===== config.mk =====
export PLATFORM = sky130hd
export DESIGN_NAME = rf_front_end_select_control
export DESIGN_NICKNAME = d
export VERILOG_FILES = /design/src/design/rf_fe_pkg.sv /design/src/design/pin_sync.sv /design/src/design/rf_front_end_select_control.sv
export SDC_FILE = /design/constraint.sdc
export NUM_CORES = 1
export LEC_CHECK = 0
export BUFFER_PORTS_ARGS = -buffer_cell sky130_fd_sc_hd__buf_4
export CAP_MARGIN = 20
export CORE_AREA = 5 5 76 85
export DETAILED_ROUTE_END_ITERATION = 7
export DIE_AREA = 0 0 81 90
export PLACE_DENSITY = 0.77
export RECOVER_POWER = 25
export SLEW_MARGIN = 20
export SYNTH_ARGS = -nofsm -noshare
export SYNTH_HDL_FRONTEND = slang
export SYNTH_HIERARCHICAL = 1
export SYNTH_SLANG_ARGS = --single-unit

===== constraint.sdc =====
create_clock -name CLK_I -period 4.9 [get_ports CLK_I]
set_input_delay 0.735 -clock CLK_I [delete_from_list [all_inputs] [get_ports CLK_I]]
set_output_delay 0.735 -clock CLK_I [all_outputs]
set_load 0.05 [all_outputs]

===== src/design/rf_fe_pkg.sv =====
package rf_fe_pkg;

  // ----------------------------------------------------------------
  // serial frame layout
  // ----------------------------------------------------------------
  localparam int ADDR_W = 7;
  localparam int DATA_W = 16;
  localparam logic [4:0] FRAME_LAST = 5'h17;   // index of the 24th clock edge
  localparam logic [4:0] FRAME_DONE = 5'h18;   // edges beyond this are ignored
  localparam logic [4:0] HDR_BITS = 5'h08;     // read/write flag plus address
  localparam int RW_POS = 22;                  // flag position one edge before the last
  localparam int ADDR_HI = 21;
  localparam int ADDR_LO = 15;
  localparam int DATA_HI_PRE = 14;             // data bits held before the last edge

  // ----------------------------------------------------------------
  // register offsets
  // ----------------------------------------------------------------
  localparam logic [6:0] RF_FRONTEND_CONTROL_ADDR = 7'h23;
  localparam logic [6:0] BALUN_TUNING_ADDR = 7'h30;

  // ----------------------------------------------------------------
  // field positions
  // ----------------------------------------------------------------
  localparam int SRC_SEL_BIT = 11;
  localparam int REG_SEL_HI = 10;
  localparam int REG_SEL_LO = 9;
  localparam int ATTEN_HI = 8;
  localparam int ATTEN_LO = 5;
  localparam int BAL_PRI_HI = 3;
  localparam int BAL_PRI_LO = 1;
  localparam int BAL_SEC_HI = 7;
  localparam int BAL_SEC_LO = 5;

  // ----------------------------------------------------------------
  // reset values
  // ----------------------------------------------------------------
  localparam logic SRC_SEL_RST = 1'b0;         // serial register control
  localparam logic [1:0] REG_SEL_RST = 2'h0;
  localparam logic [3:0] ATTEN_RST = 4'h0;
  localparam logic [2:0] BAL_CAP_RST = 3'h0;
  localparam logic [3:0] RF_INPUT_ONEHOT_RST = 4'h1;
  localparam logic [3:0] ONEHOT_BASE = 4'h1;

  // ----------------------------------------------------------------
  // timing
  // ----------------------------------------------------------------
  localparam int CLK_MHZ = 40;
  localparam int SWITCH_TIME_NS = 100;
  localparam int SWITCH_CYCLES = (SWITCH_TIME_NS * CLK_MHZ) / 1000;  // longest: round down

endpackage


===== src/design/pin_sync.sv =====
`timescale 1ns/1ps
// two-stage synchroniser, one chain per bit
module pin_sync #(
  parameter int W = 1
) (
  input wire logic clk_i,
  input wire logic rst_n_i,
  input wire logic [W-1:0] async_i,
  output logic [W-1:0] sync_o
);

  logic [W-1:0] meta_q;

  // ----------------------------------------------------------------
  // per-bit chains
  // ----------------------------------------------------------------
  genvar gi;
  generate
    for (gi = 0; gi < W; gi++) begin : g_bit
      // first stage feeds only the second stage
      always_ff @(posedge clk_i or negedge rst_n_i) begin
        if (!rst_n_i) begin
          meta_q[gi] <= 1'b0;
          sync_o[gi] <= 1'b0;
        end else begin
          meta_q[gi] <= async_i[gi];
          sync_o[gi] <= meta_q[gi];
        end
      end
    end
  endgenerate

endmodule


===== src/design/rf_front_end_select_control.sv =====
`timescale 1ns/1ps
// Summary of operation
// source bit at 0x23[11] picks register field (0) or select pins (1).
// after reset the input is chosen by the register field.
// register field 0x23[10:9] value n selects input n; pins ignored.
// pins {msb,lsb} value n selects input n; register field ignored.
// input follows a pin change within 100 ns; serial adds frame latency.
// primary balun capacitor code sits at 0x30[3:1].
// secondary balun capacitor code sits at 0x30[7:5], independent of primary.
// attenuator step code sits at 0x23[8:5], 1 dB per code.
// source change applies at once; fields hold until rewritten.
module rf_front_end_select_control
  import rf_fe_pkg::*;
(
  input wire logic CLK_I,
  input wire logic RST_N_I,
  input wire logic SPI_SCLK_I,
  input wire logic SPI_CS_N_I,
  input wire logic SPI_SDIO_I,
  output logic SPI_SDIO_O,
  output logic SPI_SDIO_OE_N_O,
  input wire logic RF_INPUT_PIN_LSB_I,
  input wire logic RF_INPUT_PIN_MSB_I,
  output logic [3:0] RF_INPUT_EN_O,
  output logic RF_INPUT_SOURCE_SEL_O,
  output logic [3:0] RF_ATTEN_STEP_O,
  output logic [2:0] BALUN_PRIMARY_CAP_O,
  output logic [2:0] BALUN_SECONDARY_CAP_O
);

  // ----------------------------------------------------------------
  // pin synchronisers
  // ----------------------------------------------------------------
  logic [4:0] sync_s;
  pin_sync #(.W(5)) u_sync (
    .clk_i(CLK_I),
    .rst_n_i(RST_N_I),
    .async_i({RF_INPUT_PIN_MSB_I, RF_INPUT_PIN_LSB_I, SPI_SDIO_I, SPI_CS_N_I, SPI_SCLK_I}),
    .sync_o(sync_s)
  );

  wire sclk_s = sync_s[0];
  wire cs_n_s = sync_s[1];
  wire sdio_s = sync_s[2];
  wire [1:0] pin_sel_s = sync_s[4:3];

  // ----------------------------------------------------------------
  // serial port
  // ----------------------------------------------------------------
  logic sclk_q;
  logic [4:0] cnt_q;
  logic [23:0] shift_q;
  logic [15:0] rdsh_q;
  logic sdo_q;
  logic oe_n_q;

  // edges seen at 40 MHz, so the serial clock must stay well below a quarter of it
  wire sclk_rise = sclk_s && !sclk_q && !cs_n_s;
  wire sclk_fall = !sclk_s && sclk_q && !cs_n_s;
  wire bit_take = sclk_rise && (cnt_q < FRAME_DONE);
  wire [23:0] shift_d = {shift_q[22:0], sdio_s};
  wire frame_end = bit_take && (cnt_q == FRAME_LAST);
  wire wr_rw = shift_q[RW_POS];
  wire [6:0] wr_addr = shift_q[ADDR_HI:ADDR_LO];
  wire [15:0] wr_data = {shift_q[DATA_HI_PRE:0], sdio_s};
  wire wr_commit = frame_end && !wr_rw;
  wire wr_ctrl = wr_commit && (wr_addr == RF_FRONTEND_CONTROL_ADDR);
  wire wr_balun = wr_commit && (wr_addr == BALUN_TUNING_ADDR);

  // read header complete: flag and address now in the low byte
  wire rd_hdr = shift_q[HDR_BITS-1];
  wire [6:0] rd_addr = shift_q[ADDR_W-1:0];
  wire rd_load = sclk_fall && (cnt_q == HDR_BITS) && rd_hdr;
  wire rd_shift = sclk_fall && (cnt_q > HDR_BITS) && !oe_n_q;

  // bit counter and input shifter, cleared whenever chip select is high
  always_ff @(posedge CLK_I or negedge RST_N_I) begin
    if (!RST_N_I) begin
      sclk_q <= 1'b0;
      cnt_q <= 5'h0;
      shift_q <= 24'h00_0000;
    end else begin
      sclk_q <= sclk_s;
      if (cs_n_s) begin
        cnt_q <= 5'h0;
        shift_q <= 24'h00_0000;
      end else if (bit_take) begin
        cnt_q <= cnt_q + 5'h1;
        shift_q <= shift_d;
      end
    end
  end

  // ----------------------------------------------------------------
  // register fields
  // ----------------------------------------------------------------
  logic src_q;
  logic [1:0] reg_sel_q;
  logic [3:0] atten_q;
  logic [2:0] bal_pri_q;
  logic [2:0] bal_sec_q;

  // fields change only on a complete write frame to their own offset
  always_ff @(posedge CLK_I or negedge RST_N_I) begin
    if (!RST_N_I) begin
      src_q <= SRC_SEL_RST;
      reg_sel_q <= REG_SEL_RST;
      atten_q <= ATTEN_RST;
      bal_pri_q <= BAL_CAP_RST;
      bal_sec_q <= BAL_CAP_RST;
    end else begin
      if (wr_ctrl) begin
        src_q <= wr_data[SRC_SEL_BIT];
        reg_sel_q <= wr_data[REG_SEL_HI:REG_SEL_LO];
        atten_q <= wr_data[ATTEN_HI:ATTEN_LO];
      end
      if (wr_balun) begin
        bal_pri_q <= wr_data[BAL_PRI_HI:BAL_PRI_LO];
        bal_sec_q <= wr_data[BAL_SEC_HI:BAL_SEC_LO];
      end
    end
  end

  // readback; bits outside this block's fields read as zero
  wire [15:0] ctrl_rd = {4'h0, src_q, reg_sel_q, atten_q, 5'h00};
  wire [15:0] balun_rd = {8'h00, bal_sec_q, 1'b0, bal_pri_q, 1'b0};
  wire [15:0] rd_data = (rd_addr == RF_FRONTEND_CONTROL_ADDR) ? ctrl_rd :
                        (rd_addr == BALUN_TUNING_ADDR) ? balun_rd : 16'h0000;

  // read data leaves msb first, one bit per falling serial edge
  always_ff @(posedge CLK_I or negedge RST_N_I) begin
    if (!RST_N_I) begin
      rdsh_q <= 16'h0000;
      sdo_q <= 1'b0;
      oe_n_q <= 1'b1;
    end else if (cs_n_s) begin
      oe_n_q <= 1'b1;
      sdo_q <= 1'b0;
    end else if (rd_load) begin
      rdsh_q <= {rd_data[14:0], 1'b0};
      sdo_q <= rd_data[15];
      oe_n_q <= 1'b0;
    end else if (rd_shift) begin
      rdsh_q <= {rdsh_q[14:0], 1'b0};
      sdo_q <= rdsh_q[15];
    end
  end

  // ----------------------------------------------------------------
  // input switch
  // ----------------------------------------------------------------
  // pins pass the synchroniser, so a pin change shows three cycles later
  wire [1:0] active_sel = src_q ? pin_sel_s : reg_sel_q;
  wire [3:0] act_d = ONEHOT_BASE << active_sel;
  logic [3:0] act_q;

  always_ff @(posedge CLK_I or negedge RST_N_I) begin
    if (!RST_N_I) begin
      act_q <= RF_INPUT_ONEHOT_RST;
    end else begin
      act_q <= act_d;
    end
  end

  assign RF_INPUT_EN_O = act_q;
  assign RF_INPUT_SOURCE_SEL_O = src_q;
  assign RF_ATTEN_STEP_O = atten_q;
  assign BALUN_PRIMARY_CAP_O = bal_pri_q;
  assign BALUN_SECONDARY_CAP_O = bal_sec_q;
  assign SPI_SDIO_O = sdo_q;
  assign SPI_SDIO_OE_N_O = oe_n_q;

  wire [1:0] pins_raw = {RF_INPUT_PIN_MSB_I, RF_INPUT_PIN_LSB_I};
endmodule


==> flow_metrics.env <==
export IMPL_cts_made_buffers=9
export IMPL_hold_depth=0
export IMPL_tns_ns=0
export IMPL_hold_viol_final=0
export IMPL_r2r_end="rdsh_q[12]"
export IMPL_critPathArrivalTime_ns=2.63
export IMPL_post_cts_resized=0
export IMPL_grt_pass1_vias=1888
export IMPL_hpwl_mm=3.44
export IMPL_wl_per_cell_um=14.3
export IMPL_p_leak_nw=1.57
export IMPL_worstPathRequired_ns=5.12
export IMPL_rr_worst_depth=4
export IMPL_r2r_start="u_sync/sync_o[1]"
export IMPL_cp_end_kind="flop"
export IMPL_cts_setup_buffers=0
export IMPL_drc=0
export IMPL_rows=29
export IMPL_syn_area_per_cell_um2=11.4
export IMPL_grt_max_degree=73
export IMPL_powerDensity_nw_per_um2=339
export IMPL_grt_setup_unrepaired="no"
export IMPL_period_minus_slack_ns=2.41
export IMPL_min_to="u_sync/sync_o[4]"
export IMPL_regArea_um2=1800
export IMPL_min_from="u_sync/meta_q[4]"
export IMPL_ir_worst_vdd_v=0.000276
export IMPL_syn_to_final_growth_pct=15.3
export IMPL_antenna_found_initial=0
export IMPL_hold_path_class="flop to flop"
export IMPL_syn_area_um2=2920
export IMPL_grt_use_total=0.157
export IMPL_synthCells=256
export IMPL_ios=24
export IMPL_crit_type="flop to flop"
export IMPL_n_fill_cell=473
export IMPL_path_clk_slew_ns=0.07
export IMPL_max_clock_path_buffers=2
export IMPL_syn_num_nets=265
export IMPL_ys_warn_count=6
export IMPL_nets=289
export IMPL_drv_cap=0
export IMPL_io_buffers=23
export IMPL_ys_seq_elements=72
export IMPL_multi_input_area_um2=1050
export IMPL_via_count=1925
export IMPL_finalSetupViolations=0
export IMPL_final_layout_size_suffix_gt1_frac=0.214
export IMPL_grt_overflow_total=0
export IMPL_die_area_um2=7290
export IMPL_max_freq_ghz=0.415
export IMPL_path_max_fanout=32
export IMPL_power_mw=1.14
export IMPL_drt_wl_total_mm=5.17
export IMPL_yosysSeqAreaShare=0.618
export IMPL_cts_root_buffer="clkbuf_8"
export IMPL_die_h_um=90
export IMPL_synth_cell_types=39
export IMPL_cts_sinks=72
export IMPL_rrSetupSlack_ns=2.49
export IMPL_skew_ns=0.00735
export IMPL_cts_tree="yes"
export IMPL_drt_iter0_markers=118
export IMPL_worst_pin_slew_ns=1.04
export IMPL_cts_max_level=3
export IMPL_status="finished clean"
export IMPL_ant_nets=0
export IMPL_final_period_utilization=0.492
export IMPL_gp_congestion=0.753
export IMPL_clock_latency_ns=0.33
export IMPL_coreArea_um2=5590
export IMPL_via_per_inst=5.32
export IMPL_slew_violations=0
export IMPL_slew_limit_headroom=0.310
export IMPL_die_w_um=81
export IMPL_grt_pass1_wl_mm=9.08
export IMPL_first_pass_iters=5
export IMPL_antenna_cells=0
export IMPL_cp_start_kind="flop"
export IMPL_start_util=0.522
export IMPL_postCtsHoldBufs=0
==> per-stage QoR <==
stage	instances	utilization	hold slack, ns	instance area, um^2	worst slack, ns
after floorplan	256	-	0.331	2920	2.90
after global placement	346	0.563	0.332	3150	2.51
after detailed placement	346	0.563	0.335	3150	2.49
after CTS	362	0.603	0.346	3370	2.48
after global routing	362	0.603	0.355	3370	2.30
final	362	0.603	0.349	3370	2.49
==> flip-flops by register name, summed over array words and instances, names as in the netlist, 2 cells and up <==
name,flops
u_sync/meta_q,5
BALUN_PRIMARY_CAP_O,3
rdsh_q,14
RF_INPUT_EN_O,4
shift_q,23
RF_ATTEN_STEP_O,4
u_sync/sync_o,5
BALUN_SECONDARY_CAP_O,3
reg_sel_q,2
cnt_q,5
==> critical path: stages (launching register included) <==
cell and delay (ns):
dfrtp_1 0.76, nor3b_2 0.47, or4b_4 0.59, and3_1 0.23, a221o_1 0.25
==> metal layers <==
metal,global-route usage,wire [um]
met2,0.242,2560
met3,0.0360,181
met4,0.0606,88
met5,0,0
met1,0.214,2340
==> placed cells by master, fill, tap and decap left out, drive strengths merged, types with 2 or more instances in the layout <==
cell type,instances
a21oi,24
a221o,9
a22oi,3
and3,10
buf,19
bufinv,2
clkbuf,15
clkinv,3
dfrtp,70
dfstp,2
ha,2
inv,4
mux2,13
nand2,62
nand2b,2
nand3,6
nor2,10
nor3b,2
nor4,3
nor4b,2
o22ai,2
o32ai,2
xnor2,2
==> cell type report <==
cell class	instances	area share
multi-input cells	169	0.312
well taps	77	0.0286
clock inverters	6	0.0245
repair buffers	24	0.0535
inverters	4	0.00446
flip-flops and latches	72	0.536
clock buffers	10	0.0409
==> worst max-delay path by stage <==
stage | depth (start not counted) | start | end
floorplan | 7 | cnt_q[0] | rdsh_q[4]
global placement | 4 | u_sync/sync_o[1] | rdsh_q[10]
detailed placement | 4 | u_sync/sync_o[1] | rdsh_q[11]
CTS | 4 | u_sync/sync_o[1] | rdsh_q[10]
global route | 4 | u_sync/sync_o[1] | rdsh_q[12]
finish | 4 | u_sync/sync_o[1] | rdsh_q[12]
==> cell families after synthesis <==
| kind of cell | share of synthesized area |
|---|---|
| flip-flops | 0.618 |
| XOR/XNOR | 0.00900 |
| AND/OR/NAND/NOR | 0.190 |
| AO/OA/AOI/OAI | 0.0986 |
| multiplexers | 0.0536 |
| buffers and inverters | 0.0219 |
| adder cells (fa/ha/maj) | 0.00857 |
==> report_power, final <==
part           total, mW  switching, mW  internal, mW
Sequential         0.608        0.00754         0.600
Clock              0.506          0.208         0.298
Combinational     0.0269         0.0205       0.00635
Total               1.14          0.236         0.904
==> cells in the mapped netlist, drive strengths merged <==
cell    number  area (um^2)
dfrtp       70         1750
nand2       62          233
a21oi       24          120
mux2        13          146
and3        10         62.6
clkbuf      10         37.5
nor2        10         37.5
a221o        9         90.1
nand3        6         30.0
inv          4         15.0
a22oi        3         22.5
nor4         3         48.8
dfstp        2         52.6
ha           2         25.0
nand2b       2         12.5
nor3b        2         20.0
nor4b        2         23.8
o22ai        2         12.5
o32ai        2         17.5
xnor2        2         17.5
a21o         1         7.51
a22o         1         8.76
a41oi        1         8.76
and2         1         6.26
and2b        1         7.51
and3b        1         8.76
and4bb       1         16.3
buf          1         11.3
mux2i        1         10.0
nand3b       1         7.51
nand4        1         6.26
nor2b        1         6.26
nor3         1         5.00
nor4bb       1         10.0
or4b         1         13.8
xor2         1         8.76
Note: power is estimated with default switching activity, not from simulation.
